### config.mk
export PLATFORM = sky130hd
export DESIGN_NAME = fractional_precision_expander
export DESIGN_NICKNAME = d
export VERILOG_FILES = /design/src/precision_expand_pkg.sv /design/src/byte_to_q15.sv /design/src/fractional_precision_expander.sv
export SDC_FILE = /design/constraint.sdc
export NUM_CORES = 1
export LEC_CHECK = 0
export ABC_AREA = 1
export ABC_CLOCK_PERIOD_IN_PS = 1100
export BUFFER_PORTS_ARGS = -buffer_cell sky130_fd_sc_hd__buf_2
export CORE_ASPECT_RATIO = 0.8
export CORE_MARGIN = 2
export CORE_UTILIZATION = 51
export CTS_BUF_LIST = sky130_fd_sc_hd__clkbuf_8
export CTS_CLUSTER_SIZE = 12
export DETAILED_ROUTE_END_ITERATION = 6
export PLACE_DENSITY = 0.95
export SETUP_SLACK_MARGIN = 0.1
export SLEW_MARGIN = 20
export SYNTH_ARGS = -nofsm -noshare
export SYNTH_HDL_FRONTEND = slang
export SYNTH_SLANG_ARGS = --single-unit
export TNS_END_PERCENT = 1
### constraint.sdc
create_clock -name i_clk_sys -period 1.1 [get_ports i_clk_sys]
set_clock_uncertainty 0.05 [all_clocks]
set_input_delay 0 -clock i_clk_sys [delete_from_list [all_inputs] [get_ports i_clk_sys]]
set_output_delay 0 -clock i_clk_sys [all_outputs]
set_load 0.005 [all_outputs]
### src/precision_expand_pkg.sv
// Package: instruction fields, codes and data layout of the expand slice
package precision_expand_pkg;

  // ----------------------------------------------------------------------
  // Instruction word fields
  // ----------------------------------------------------------------------
  localparam int          INSTR_W           = 32;
  localparam int          REG_ADDR_W        = 5;
  localparam int          MAJOR_MSB         = 31;
  localparam int          MAJOR_LSB         = 26;
  localparam int          SRC_A_MSB         = 25;
  localparam int          SRC_A_LSB         = 21;
  localparam int          DEST_MSB          = 15;
  localparam int          DEST_LSB          = 11;
  localparam int          SUB_MSB           = 10;
  localparam int          SUB_LSB           = 6;
  localparam int          FUNC_MSB          = 5;
  localparam int          FUNC_LSB          = 0;

  // ----------------------------------------------------------------------
  // Codes
  // ----------------------------------------------------------------------
  localparam logic [5:0]  EXTENDED_MAJOR_OPCODE   = 6'h1f;
  localparam logic [5:0]  EXPAND_FUNCTION_GROUP   = 6'h12;
  localparam logic [4:0]  SRC_A_ZERO              = 5'h00;
  localparam logic [4:0]  GENERAL_REG_ZERO        = 5'h00;
  localparam logic [4:0]  SUB_RIGHT_HALF_TO_WORD  = 5'h0d;
  localparam logic [4:0]  SUB_LEFT_BYTE_PAIR      = 5'h04;
  localparam logic [4:0]  SUB_LEFT_ALT_BYTES      = 5'h06;
  localparam logic [4:0]  SUB_RIGHT_BYTE_PAIR     = 5'h05;
  localparam logic [4:0]  SUB_RIGHT_ALT_BYTES     = 5'h07;

  // ----------------------------------------------------------------------
  // Data layout
  // ----------------------------------------------------------------------
  localparam int          DATA_W            = 32;
  localparam int          HALF_W            = 16;
  localparam int          BYTE_W            = 8;
  localparam int          Q15_PAD_W         = 7;
  localparam int          LANES             = 2;
  localparam int          BYTE0_LSB         = 0;
  localparam int          BYTE1_LSB         = 8;
  localparam int          BYTE2_LSB         = 16;
  localparam int          BYTE3_LSB         = 24;
  localparam logic [31:0] DATA_RESET        = 32'h0000_0000;
  localparam logic [15:0] HALF_ZERO         = 16'h0000;

  typedef enum logic [2:0] {
    OP_NONE,
    OP_RIGHT_HALF_TO_WORD,
    OP_LEFT_BYTE_PAIR,
    OP_LEFT_ALT_BYTES,
    OP_RIGHT_BYTE_PAIR,
    OP_RIGHT_ALT_BYTES
  } expand_op_t;

endpackage
### src/byte_to_q15.sv
// Widens one unsigned byte to a non-negative Q15 halfword
`timescale 1ns/1ns
`default_nettype none
module byte_to_q15 (
  input  wire logic [precision_expand_pkg::BYTE_W-1:0] i_byte,
  output logic      [precision_expand_pkg::HALF_W-1:0] o_q15
);
  import precision_expand_pkg::*;

  // ----------------------------------------------------------------------
  // Zero sign, byte, seven zero fraction bits; no rounding ever needed
  // ----------------------------------------------------------------------
  assign o_q15 = {1'b0, i_byte, {Q15_PAD_W{1'b0}}};
endmodule
`default_nettype wire

### src/fractional_precision_expander.sv
// Decode and datapath of the five precision-expand instructions
`timescale 1ns/1ns
`default_nettype none
module fractional_precision_expander #(
  parameter bit DSP_PRESENT = 1'b1
) (
  input  wire logic                                        i_clk_sys,
  input  wire logic                                        i_rst_n,
  input  wire logic                                        i_issue_valid,
  input  wire logic [precision_expand_pkg::INSTR_W-1:0]    i_instr,
  input  wire logic [precision_expand_pkg::DATA_W-1:0]     i_src_data,
  input  wire logic                                        i_dsp_enable,
  output logic                                             o_result_valid,
  output logic                                             o_wr_en,
  output logic [precision_expand_pkg::REG_ADDR_W-1:0]      o_wr_addr,
  output logic [precision_expand_pkg::DATA_W-1:0]          o_wr_data,
  output logic                                             o_exc_reserved,
  output logic                                             o_exc_dsp_disabled
);
  import precision_expand_pkg::*;

  // ----------------------------------------------------------------------
  // Field extraction
  // ----------------------------------------------------------------------
  wire logic [5:0]            major_field;
  wire logic [4:0]            src_a_field;
  wire logic [4:0]            dest_field;
  wire logic [4:0]            sub_field;
  wire logic [5:0]            func_field;

  assign major_field = i_instr[MAJOR_MSB:MAJOR_LSB];
  assign src_a_field = i_instr[SRC_A_MSB:SRC_A_LSB];
  assign dest_field  = i_instr[DEST_MSB:DEST_LSB];
  assign sub_field   = i_instr[SUB_MSB:SUB_LSB];
  assign func_field  = i_instr[FUNC_MSB:FUNC_LSB];

  // ----------------------------------------------------------------------
  // Decode
  // ----------------------------------------------------------------------
  // Other sub codes of this group belong to neighbouring slices, so they
  // are not claimed here and raise nothing from this block.
  wire logic                  group_hit;
  wire logic                  is_half;
  wire logic                  is_lpair;
  wire logic                  is_lalt;
  wire logic                  is_rpair;
  wire logic                  is_ralt;
  wire logic                  is_ours;
  wire logic                  src_a_bad;
  expand_op_t                 op_kind;

  assign group_hit = i_issue_valid
                   && (major_field == EXTENDED_MAJOR_OPCODE)
                   && (func_field == EXPAND_FUNCTION_GROUP);
  assign is_half   = group_hit && (sub_field == SUB_RIGHT_HALF_TO_WORD);
  assign is_lpair  = group_hit && (sub_field == SUB_LEFT_BYTE_PAIR);
  assign is_lalt   = group_hit && (sub_field == SUB_LEFT_ALT_BYTES);
  assign is_rpair  = group_hit && (sub_field == SUB_RIGHT_BYTE_PAIR);
  assign is_ralt   = group_hit && (sub_field == SUB_RIGHT_ALT_BYTES);
  assign is_ours   = is_half || is_lpair || is_lalt || is_rpair || is_ralt;
  assign src_a_bad = (src_a_field != SRC_A_ZERO);

  assign op_kind = is_half  ? OP_RIGHT_HALF_TO_WORD :
                   is_lpair ? OP_LEFT_BYTE_PAIR     :
                   is_lalt  ? OP_LEFT_ALT_BYTES     :
                   is_rpair ? OP_RIGHT_BYTE_PAIR    :
                   is_ralt  ? OP_RIGHT_ALT_BYTES    : OP_NONE;

  // ----------------------------------------------------------------------
  // Exceptions, from instruction bits and enable only
  // ----------------------------------------------------------------------
  // Operand data never enters these terms: no overflow, no saturation.
  wire logic                  take_reserved;
  wire logic                  take_disabled;
  wire logic                  do_write;

  assign take_reserved = is_ours && (src_a_bad || !DSP_PRESENT);
  assign take_disabled = is_ours && !take_reserved
                       && !i_dsp_enable;
  assign do_write      = is_ours && !take_reserved && !take_disabled
                       && (dest_field != GENERAL_REG_ZERO);

  // ----------------------------------------------------------------------
  // Byte lane selection for the two result halfwords
  // ----------------------------------------------------------------------
  wire logic [BYTE_W-1:0]     b3;
  wire logic [BYTE_W-1:0]     b2;
  wire logic [BYTE_W-1:0]     b1;
  wire logic [BYTE_W-1:0]     b0;
  wire logic [BYTE_W-1:0]     lane_byte [LANES];
  wire logic [HALF_W-1:0]     lane_q15  [LANES];

  assign b3 = i_src_data[BYTE3_LSB +: BYTE_W];
  assign b2 = i_src_data[BYTE2_LSB +: BYTE_W];
  assign b1 = i_src_data[BYTE1_LSB +: BYTE_W];
  assign b0 = i_src_data[BYTE0_LSB +: BYTE_W];

  // Lane 1 feeds the upper halfword, lane 0 the lower
  assign lane_byte[1] = (is_lpair || is_lalt) ? b3 :
                        is_rpair              ? b1 : b2;
  assign lane_byte[0] = is_lpair              ? b2 :
                        is_lalt               ? b1 : b0;

  // One widener per lane
  generate
    for (genvar g = 0; g < LANES; g++) begin : g_lane
      byte_to_q15 u_widen (
        .i_byte (lane_byte[g]),
        .o_q15  (lane_q15[g])
      );
    end
  endgenerate

  // ----------------------------------------------------------------------
  // Result word
  // ----------------------------------------------------------------------
  wire logic [DATA_W-1:0]     half_word;
  wire logic [DATA_W-1:0]     byte_word;
  wire logic [DATA_W-1:0]     result_next;

  assign half_word   = {i_src_data[HALF_W-1:0], HALF_ZERO};
  assign byte_word   = {lane_q15[1], lane_q15[0]};
  assign result_next = is_half ? half_word : byte_word;

  // ----------------------------------------------------------------------
  // Writeback stage: one cycle from issue to answer
  // ----------------------------------------------------------------------
  logic                       valid_reg;
  logic                       wr_en_reg;
  logic [REG_ADDR_W-1:0]      wr_addr_reg;
  logic [DATA_W-1:0]          wr_data_reg;
  logic                       reserved_reg;
  logic                       disabled_reg;

  // Control flags follow each issue slot
  always_ff @(posedge i_clk_sys or negedge i_rst_n) begin
    if (!i_rst_n) begin
      valid_reg    <= 1'b0;
      wr_en_reg    <= 1'b0;
      reserved_reg <= 1'b0;
      disabled_reg <= 1'b0;
    end else begin
      valid_reg    <= is_ours;
      wr_en_reg    <= do_write;
      reserved_reg <= take_reserved;
      disabled_reg <= take_disabled;
    end
  end

  // Data holds between our instructions to save toggling
  always_ff @(posedge i_clk_sys or negedge i_rst_n) begin
    if (!i_rst_n) begin
      wr_addr_reg <= GENERAL_REG_ZERO;
      wr_data_reg <= DATA_RESET;
    end else if (is_ours) begin
      wr_addr_reg <= dest_field;
      wr_data_reg <= result_next;
    end
  end

  assign o_result_valid     = valid_reg;
  assign o_wr_en            = wr_en_reg;
  assign o_wr_addr          = wr_addr_reg;
  assign o_wr_data          = wr_data_reg;
  assign o_exc_reserved     = reserved_reg;
  assign o_exc_dsp_disabled = disabled_reg;

  // ----------------------------------------------------------------------
  // Checking helpers: previous cycle's operand, kind and enable
  // ----------------------------------------------------------------------
  logic [DATA_W-1:0]          chk_src_reg;
  expand_op_t                 chk_kind_reg;
  logic                       chk_en_reg;

  always_ff @(posedge i_clk_sys or negedge i_rst_n) begin
    if (!i_rst_n) begin
      chk_src_reg  <= DATA_RESET;
      chk_kind_reg <= OP_NONE;
      chk_en_reg   <= 1'b0;
    end else begin
      chk_src_reg  <= i_src_data;
      chk_kind_reg <= op_kind;
      chk_en_reg   <= i_dsp_enable;
    end
  end
endmodule
`default_nettype wire

==> results of run 1 <==
==> sequential cells by signal, indices dropped and copies added, names as in the netlist <==
register	flops
o_exc_reserved	1
o_wr_data	24
o_wr_en	1
o_wr_addr	5
o_result_valid	1
o_exc_dsp_disabled	1
==> cell families after synthesis <==
logic type | count (synthesis)
flip-flops | 33
AO/OA/AOI/OAI | 20
other | 1
buffers and inverters | 74
AND/OR/NAND/NOR | 207
==> where the power goes <==
| part | total (mW) | switching (mW) | internal, mW |
|---|---|---|---|
| Sequential | 1.21 | 0.000695 | 1.21 |
| Combinational | 0.453 | 0.257 | 0.197 |
| Clock | 1.02 | 0.450 | 0.566 |
| Total | 2.68 | 0.707 | 1.98 |
==> timing repair <==
item / CTS / global route
cloned: 2 / 0
pin swaps: 13 / 19
hold buffers: 7 / 0
hold endpoints to repair: 41 / 0
setup buffers: 2 / 0
setup endpoints to repair: 28 / 33
resized for setup: 32 / 51
==> worst paths after layout <==
path	start	endpoint	slack, ns	cells past startpoint
max	i_instr[26]	o_wr_data[10]	-0.16	12
min	i_instr[22]	o_exc_dsp_disabled	-0.02	4
max reg2reg	o_wr_addr[2]	o_wr_addr[2]	0.35	2
min reg2reg	o_wr_data[14]	o_wr_data[14]	0.42	2
max in group asynchronous	i_rst_n	o_wr_data[9]	0.49	3
min in group asynchronous	i_rst_n	o_wr_addr[2]	0.21	3
==> worst register-to-register path: cells and delay by family, from the launching register on <==
kind,cells,cell delay [ns]
and+or+nand+nor,2,0.17
DFF,1,0.43
==> cell usage in the layout, fill, tap and decap left out, types with 2 or more instances in the layout <==
master          n
nand3_1        16
nand4_1         9
inv_1          49
nand2_4         5
buf_16          2
buf_12          3
o21ai_1        16
dlygate4sd3_1   7
conb_1          8
buf_4          20
inv_2           6
nand2_2        11
nand2_1        93
buf_2          84
buf_6          13
nor2_2         15
nor2_1         40
clkbuf_8        7
nand3_2         3
o21ai_2         2
nor2_4          9
dfrtp_1        33
==> per-layer routing <==
layer / up-vias / GRT usage (%)
met5: - / 0
met4: 0 / 14.8
met3: 68 / 9.54
met2: 302 / 60.6
met1: 1245 / 38.8
li1: 1248 / -
==> area by class of cell <==
cell class | instances | share of cell area, %
Timing Repair Buffer | 130 | 27.5
Sequential cell | 33 | 24.7
Tap cell | 57 | 2.14
Clock buffer | 7 | 2.89
Inverter | 56 | 6.45
Clock inverter | 1 | 0.150
Multi-Input combinational cell | 235 | 36.2
==> results.sh, run 1 <==
export IMPL_wire_per_inst_um=17.2
export IMPL_dieArea_um2=4750
export IMPL_p_leak_nw=2.12
export IMPL_dp_slack_ns=-0.283
export IMPL_power_density_nw_per_um2=804
export IMPL_clockBufferDepth=2
export IMPL_async_flop_share_pct=100
export IMPL_yosysTopAreaCell="dfrtp_1"
export IMPL_tightest_slew_ns=0.511
export IMPL_io_pin_count=109
export IMPL_final_max_slew_viol_count=0
export IMPL_synth_mux_area_share_pct=0
export IMPL_hold_viol=3
export IMPL_postLayoutCoreUtil_pct=80.9
export IMPL_avgSynthCellArea_um2=6.41
export IMPL_crit_type="input pin to flop"
export IMPL_port_buffers=95
export IMPL_dr_pass1_iters=7
export IMPL_routedLengthMet1_um=3230
export IMPL_nFillCells=227
export IMPL_overflow=0
export IMPL_p_total_mw=2.68
export IMPL_ys_top_cells_by_area="dfrtp_1, nand2_1, nor2_1"
export IMPL_dr_wl_met3_um=1210
export IMPL_register_area_um2=826
export IMPL_synth_ff_type="dfrtp_1"
export IMPL_cts_tree="yes"
export IMPL_drc=156
export IMPL_syn_instance_count=335
export IMPL_nets=529
export IMPL_synth_most_common_cell="nand2_1"
export IMPL_core_area_um2=4130
export IMPL_multi_input_area_um2=1210
export IMPL_drt_total_wl_um=8940
export IMPL_syn_cell_area_um2=2150
export IMPL_synth_top_family_by_area="simple AND/OR/NAND/NOR gates"
export IMPL_cp_required_ns=1.28
export IMPL_ys_ff_latch=33
export IMPL_worstPathCellList="buf_6 -> nand2_4 -> nor2_4 -> nand3_2 -> nor2_4 -> nand2_4 -> buf_12 -> nand2_4 -> nand2_1 -> nor2_1 -> nand2_1 -> nand2_1"
export IMPL_placed_area_um2=2840
export IMPL_fin_cells=519
export IMPL_violations="design-rule violations, negative hold slack, negative setup slack"
export IMPL_cp_start_kind="input pin"
export IMPL_synth_edf_count=0
export IMPL_track_usage_pct=33.5
export IMPL_cts_root_buf="clkbuf_8"
export IMPL_dp_cells=500
export IMPL_clock_latency_ns=0.28
export IMPL_antenna_cells=0
export IMPL_worstPathArrival_ns=1.44
export IMPL_crit_path_max_incr_delay_ns=0.28
export IMPL_synth_compound_area_share_pct=5.01
export IMPL_peakVddDrop_uv=640
export IMPL_first_iter_violations=557
export IMPL_ys_seq_area_share_pct=38.5
export IMPL_relSlewSlack_pct=65.8
export IMPL_dieHeight_um=62.0
export IMPL_die_w_um=76.5
export IMPL_status="complete, but fails checks"
export IMPL_num_rows=21
export IMPL_synth_simple_area_share_pct=40.8
export IMPL_finalInstanceArea_um2=3340
export IMPL_synth_top_area_share_pct=38.5
export IMPL_synth_distinct_cells=23
export IMPL_top_layer_used="met4"
export IMPL_viasPerCell=5.52
export IMPL_cts_buffers=5
export IMPL_whs_ns=-0.0204
export IMPL_dp_hpwl_um=4690
export IMPL_clock_sinks=33
export IMPL_fmax_ghz=0.794
export IMPL_dr_total_vias=2863
export IMPL_start_util_pct=52.0
export IMPL_tns_ns=-0.888
export IMPL_rsz0062_at_grt="yes"
export IMPL_cts_htree_levels=2
export IMPL_grt_max_degree=34
export IMPL_area_growth_syn_to_layout_pct=55.5
export IMPL_fin_crit_ns=1.26
export IMPL_maxCapViolCount=0
export IMPL_critPathBufInv=2
export IMPL_yosys_area_share_xor_xnor_pct=0
export IMPL_clkTransAtPathRegs_ns=0.07
export IMPL_drive_above_1_share_pct=40.5
export IMPL_synth_commonest_cells="nand2_1, nor2_1, inv_1"
export IMPL_hold_path_class="input pin to flop"
export IMPL_ant_nets=0
export IMPL_grt_pass1_vias=2566
export IMPL_slowest_stage="nor2_4"
export IMPL_wl_met2_um=3980
export IMPL_min_period_over_period_pct=115
export IMPL_grt_antenna_before_repair=0
export IMPL_synth_adder_area_share_pct=0
export IMPL_yosysWarnings=0
export IMPL_critPathMaxFanout=8
export IMPL_grt_pass1_wl_um=12200
export IMPL_cp_top_family="simple AND/OR/NAND/NOR gates"
export IMPL_worst_setup_path_end_kind="flop"
export IMPL_setup_violations=22
export IMPL_fin_ws_ns=-0.160
export IMPL_gp_congestion=0.887
(Power assumes the default switching activity.)
==> run 2, diff against run 1 <==
--- a/config.mk
+++ b/config.mk
@@ -8,11 +8,13 @@
 export ABC_AREA = 1
 export ABC_CLOCK_PERIOD_IN_PS = 1100
 export BUFFER_PORTS_ARGS = -buffer_cell sky130_fd_sc_hd__buf_2
+export CELL_PAD_IN_SITES_DETAIL_PLACEMENT = 0
+export CELL_PAD_IN_SITES_GLOBAL_PLACEMENT = 1
 export CORE_ASPECT_RATIO = 0.8
 export CORE_MARGIN = 2
-export CORE_UTILIZATION = 51
+export CORE_UTILIZATION = 33
 export CTS_BUF_LIST = sky130_fd_sc_hd__clkbuf_8
-export CTS_CLUSTER_SIZE = 12
+export CTS_CLUSTER_SIZE = 25
 export DETAILED_ROUTE_END_ITERATION = 6
 export PLACE_DENSITY = 0.95
 export SETUP_SLACK_MARGIN = 0.1
==> run 2 against run 1 <==
Effect of this change: the run ends with negative hold slack left; via count decreased by 16%; first-iteration DRC count shrank 82%; non-clock buffer count decreased by 7; combinational power shrank 19%; hold slack got worse by 0.043 ns; count of clock-buffer cells in the layout is 1 lower; critical path type unchanged; largest cell class unchanged; largest power group unchanged.
==> results.sh, run 2 (synthesis results as in run 1) <==
export IMPL_rr_startpoint="o_wr_data[21]"
export IMPL_track_usage_pct=18.5
export IMPL_cts_buffers=5
export IMPL_placed_area_um2=2820
export IMPL_rsz0062_at_grt="yes"
export IMPL_power_density_nw_per_um2=887
export IMPL_clock_sinks=33
export IMPL_p_leak_nw=2.02
export IMPL_clockBufferDepth=2
export IMPL_cts_htree_levels=2
export IMPL_min_delay_start="i_instr[22]"
export IMPL_switchingPower_uw=650
export IMPL_final_cell_mix="nand2_1, buf_2, nor2_1, inv_1, dfrtp_1"
export IMPL_hold_buffers=7
export IMPL_num_rows=26
export IMPL_worst_setup_path_end_kind="flop"
export IMPL_crit_type="input pin to flop"
export IMPL_dp_hpwl_um=4910
export IMPL_largest_reg_flops=24
export IMPL_combPwrFrac_pct=13.3
export IMPL_power_internal_mw=2.11
export IMPL_first_iter_violations=99
export IMPL_maxCapViolCount=0
export IMPL_layout_commonest_cell="nand2_1"
export IMPL_fin_ws_ns=0.0558
export IMPL_drt_total_wl_um=6650
export IMPL_cts_root_buf="clkbuf_8"
export IMPL_cp_required_ns=1.27
export IMPL_p_total_mw=2.76
export IMPL_dp_cells=522
export IMPL_hold_depth=3
export IMPL_ant_nets=0
export IMPL_port_buffers=95
export IMPL_min_period_over_period_pct=94.9
export IMPL_r2r_slack_ns=0.33
export IMPL_clock_latency_ns=0.28
export IMPL_dr_total_vias=2417
export IMPL_r2r_worst_path_cells=2
export IMPL_final_max_slew_viol_count=0
export IMPL_start_util_pct=33.8
export IMPL_fin_cells=539
export IMPL_grt_max_degree=34
export IMPL_status="complete, but fails checks"
export IMPL_multi_input_area_um2=1100
export IMPL_gp_congestion=0.895
export IMPL_die_w_um=94.2
export IMPL_wire_per_inst_um=12.3
export IMPL_antenna_cells=0
export IMPL_r2r_end="o_wr_data[21]"
export IMPL_nFillCells=628
export IMPL_setup_violations=0
export IMPL_fmax_ghz=0.958
export IMPL_finalInstanceArea_um2=3110
export IMPL_grt_antenna_before_repair=0
export IMPL_whs_ns=-0.0630
export IMPL_grt_pass1_vias=2294
export IMPL_drc=0
export IMPL_drive_above_1_share_pct=33.4
export IMPL_cts_tree="yes"
export IMPL_io_pin_count=109
export IMPL_peakVddDrop_uv=838
export IMPL_dieHeight_um=76.1
export IMPL_clkTransAtPathRegs_ns=0.07
export IMPL_viasPerCell=4.48
export IMPL_dp_slack_ns=-0.367
export IMPL_area_growth_syn_to_layout_pct=45.0
export IMPL_core_area_um2=6340
export IMPL_nets=522
export IMPL_fin_crit_ns=1.04
export IMPL_critPathMaxFanout=11
export IMPL_hold_end="o_exc_reserved"
export IMPL_dr_pass1_iters=4
export IMPL_grt_pass1_wl_um=10500
export IMPL_tns_ns=0
export IMPL_register_area_um2=826
export IMPL_hold_path_class="input pin to flop"
export IMPL_overflow=0
export IMPL_dieArea_um2=7170
export IMPL_seqPwrFrac_pct=44.0
export IMPL_hold_viol=3
export IMPL_swShare_pct=23.5
export IMPL_worstPathArrival_ns=1.22
export IMPL_clock_power_share_pct=42.7
export IMPL_cp_start_kind="input pin"
export IMPL_violations="negative hold slack"
## run 2: layout make-up
cell class,count,area share (%)
clock buffer,6,2.65
timing repair buffer,123,24.2
sequential,33,26.5
multi-input combinational,235,35.2
inverter,56,6.95
tap,84,3.37
clock inverter,2,1.08
## run 2: repair_timing
item                       CTS  global route
resized for setup            2            17
gates cloned                 0             1
pin swaps                    0             8
hold endpoints to repair    41             3
setup buffers                0             1
setup endpoints to repair   20            32
## run 2: worst max-delay path by stage
stage / from / endpoint / slack [ns] / cells past startpoint
final: i_instr[3] / o_wr_data[21] / 0.06 / 10
after floorplan: i_instr[10] / o_wr_data[13] / 0.03 / 11
after CTS: i_instr[0] / o_wr_data[14] / 0.05 / 10
after global routing: i_instr[2] / o_wr_data[20] / -0.05 / 10
after global placement: i_instr[10] / o_wr_data[14] / -0.29 / 7
after detailed placement: i_instr[10] / o_wr_data[11] / -0.37 / 7
## run 2: per-stage QoR
stage / hold WS (ns) / utilization [%]
floorplan: -0.346 / -
global placement: 0.00666 / 44.5
detailed placement: 0.00948 / 44.5
CTS: -0.0808 / 47.5
global route: -0.0327 / 49.1
finish: -0.0630 / 49.1
## run 2: power by group through the flow
stage / clock (mW) / combinational (mW) / sequential [mW]
4_1_cts: 1.21 / 0.350 / 1.21
2_1_floorplan: 0 / 0.139 / 1.24
5_1_grt: 1.26 / 0.414 / 1.21
3_3_place_gp: 0 / 0.324 / 1.24
3_5_place_dp: 0 / 0.329 / 1.24
6_report: 1.18 / 0.368 / 1.21
## run 2: worst max-delay path: stages
cell and delay, ns:
buf_2 0.11, nor2_2 0.12, nand3_2 0.11, nor2_4 0.21, nand2_1 0.13, nand2_4 0.12
buf_4 0.13, clkbuf_16 0.15, o21ai_0 0.07, inv_1 0.05
## run 2: layer usage
| metal | vias to the layer above | global-route usage, % | part of all wire, % | routed length [µm] |
|---|---|---|---|---|
| met4 | 0 | 3.62 | 0.62 | 41 |
| met1 | 1077 | 26.0 | 45 | 3000 |
| li1 | 1232 | - | - | - |
| met2 | 104 | 29.0 | 45 | 2980 |
| met3 | 4 | 4.55 | 9.3 | 620 |
| met5 | - | 0 | 0 | 0 |
==> run 3, diff against run 2 <==
--- a/config.mk
+++ b/config.mk
@@ -8,15 +8,13 @@
 export ABC_AREA = 1
 export ABC_CLOCK_PERIOD_IN_PS = 1100
 export BUFFER_PORTS_ARGS = -buffer_cell sky130_fd_sc_hd__buf_2
-export CELL_PAD_IN_SITES_DETAIL_PLACEMENT = 0
-export CELL_PAD_IN_SITES_GLOBAL_PLACEMENT = 1
 export CORE_ASPECT_RATIO = 0.8
 export CORE_MARGIN = 2
-export CORE_UTILIZATION = 33
+export CORE_UTILIZATION = 51
 export CTS_BUF_LIST = sky130_fd_sc_hd__clkbuf_8
 export CTS_CLUSTER_SIZE = 25
 export DETAILED_ROUTE_END_ITERATION = 6
-export PLACE_DENSITY = 0.95
+export PLACE_DENSITY_LB_ADDON = 0.1
 export SETUP_SLACK_MARGIN = 0.1
 export SLEW_MARGIN = 20
 export SYNTH_ARGS = -nofsm -noshare
==> run 3 against run 2 <==
Effect of this change: the run now ends clean; non-clock buffer count up 3; total power decreased by 1.3%; fmax is 2.5% lower; utilization is 26 points higher; wire length fell by 9.1%; die area decreased by 34%; sequential cell count unchanged; cell count shrank 4.5%; register-to-register slack improved by 0.03 ns; worst setup slack got worse by 0.026 ns; count of clock-buffer cells in the layout is the same; critical endpoint is now o_wr_data[11].
==> results.sh, run 3 (synthesis results as in run 1) <==
export IMPL_status="finished, final reports clean"
export IMPL_crit_type="input pin to flop"
export IMPL_clockBufferDepth=2
export IMPL_dp_cells=495
export IMPL_r2r_slack_ns=0.36
export IMPL_io_pin_count=109
export IMPL_area_growth_syn_to_layout_pct=43.9
export IMPL_start_util_pct=52.0
export IMPL_grt_pass1_vias=2164
export IMPL_largest_reg_flops=24
export IMPL_globalRouteMet1Util_pct=36.1
export IMPL_rsz0062_at_grt="yes"
export IMPL_peakVddDrop_uv=809
export IMPL_cts_buffers=5
export IMPL_gr_max_usage_layer="met2"
export IMPL_critPathMaxFanout=15
export IMPL_crit_top_cell="nand2_1"
export IMPL_fin_ws_ns=0.0294
export IMPL_worstPathCellList="buf_2 -> nand2_1 -> nor2_2 -> nand3_2 -> nor2_4 -> nand2_2 -> buf_12 -> nand2_1 -> nand2_1 -> nor2_2 -> nand2_1 -> nand2_1"
export IMPL_cp_start_kind="input pin"
export IMPL_slowest_stage="nor2_4"
export IMPL_wire_per_inst_um=11.7
export IMPL_crit_path_max_incr_delay_ns=0.23
export IMPL_p_leak_nw=2.03
export IMPL_grtUsageMet2_pct=41.8
export IMPL_overflow=0
export IMPL_use_met3_pct=5.49
export IMPL_worst_setup_path_end_kind="flop"
export IMPL_clkTransAtPathRegs_ns=0.06
export IMPL_clock_latency_ns=0.28
export IMPL_fmax_ghz=0.934
export IMPL_port_buffers=95
export IMPL_gp_congestion=0.871
export IMPL_hold_path_class="input pin to flop"
export IMPL_final_max_slew_viol_count=0
export IMPL_dr_pass1_iters=4
export IMPL_r2r_end="o_wr_data[18]"
export IMPL_maxCapViolCount=0
export IMPL_dr_total_vias=2422
export IMPL_nFillCells=342
export IMPL_whs_ns=0.0323
export IMPL_nets=525
export IMPL_r2r_worst_path_cells=2
export IMPL_dieArea_um2=4750
export IMPL_grt_max_degree=34
export IMPL_fin_crit_ns=1.07
export IMPL_first_iter_violations=211
export IMPL_cts_tree="yes"
export IMPL_antenna_cells=0
export IMPL_grt_pass1_wl_um=9590
export IMPL_cts_htree_levels=2
export IMPL_hold_viol=0
export IMPL_hold_end="o_wr_data[23]"
export IMPL_rr_startpoint="o_wr_data[18]"
export IMPL_drt_total_wl_um=6050
export IMPL_setup_violations=0
export IMPL_dp_slack_ns=-0.326
export IMPL_ant_nets=0
export IMPL_power_density_nw_per_um2=882
export IMPL_drive_above_1_share_pct=33.2
export IMPL_min_period_over_period_pct=97.3
export IMPL_dieHeight_um=62.0
export IMPL_tns_ns=0
export IMPL_min_delay_start="i_src_data[7]"
export IMPL_cts_root_buf="clkbuf_8"
export IMPL_hold_depth=5
export IMPL_cp_required_ns=1.27
export IMPL_dp_hpwl_um=4300
export IMPL_die_w_um=76.5
export IMPL_drc=0
export IMPL_clock_sinks=33
export IMPL_num_rows=21
export IMPL_fin_cells=515
export IMPL_layout_commonest_cell="nand2_1"
export IMPL_viasPerCell=4.70
export IMPL_final_cell_mix="nand2_1, buf_2, inv_1, nor2_1, dfrtp_1"
export IMPL_core_area_um2=4130
export IMPL_grt_antenna_before_repair=0
export IMPL_track_usage_pct=26.2
export IMPL_worstPathArrival_ns=1.24
[run 3: what timing repair did]
action                                 in CTS  in global routing
resized for setup                           3                 21
gates cloned                                0                  2
endpoints found under the hold margin      41                  0
setup endpoints to repair                  22                 31
hold buffers                                9                  0
pin swaps                                   1                  4
buffers inserted                            0                  1
[run 3: final cells by class]
cell class                 instances  area (µm²)  area share [%]
sequential                        33         826            26.7
clock inverter                     2        33.8            1.09
timing repair buffer             126         781            25.3
tap                               57        71.3            2.31
inverter                          56         215            6.97
clock buffer                       6        82.6            2.67
multi-input combinational        235        1080            35.0
[run 3: worst max path at each step]
stage | to | start
3_5_place_dp | o_wr_data[14] | i_instr[2]
4_1_cts | o_wr_data[20] | i_issue_valid
2_1_floorplan | o_wr_data[13] | i_instr[10]
6_report | o_wr_data[11] | i_instr[26]
3_3_place_gp | o_wr_data[14] | i_instr[2]
5_1_grt | o_wr_data[8] | i_instr[26]
[run 3: worst max-delay path: cells and delay by family]
| family | cells | cell delay [ns] |
|---|---|---|
| buffers and inverters | 2 | 0.25 |
| and+or+nand+nor | 10 | 0.99 |
[run 3: stage by stage]
| step | utilization [%] | instance area (µm²) | power, mW |
|---|---|---|---|
| 2_1_floorplan | - | 2220 | 1.38 |
| 3_3_place_gp | 67.6 | 2790 | 1.54 |
| 3_5_place_dp | 67.6 | 2790 | 1.55 |
| 4_1_cts | 73.0 | 3010 | 2.73 |
| 5_1_grt | 74.9 | 3090 | 2.85 |
| 6_report | 74.9 | 3090 | 2.73 |
[run 3: per-layer routing]
layer  up-vias  routed length (µm)  part of all wire [%]
li1       1242                   -                     -
met2        88                2780                    46
met4         0                  77                   1.3
met1      1082                2830                    47
met3        10                 350                   5.8
met5         -                   0                     0
[run 3: power breakdown]
group	total, mW	internal [mW]	switching (mW)
clock network	1.16	0.729	0.428
logic	0.354	0.162	0.192
registers	1.22	1.21	0.000580
total	2.73	2.11	0.620
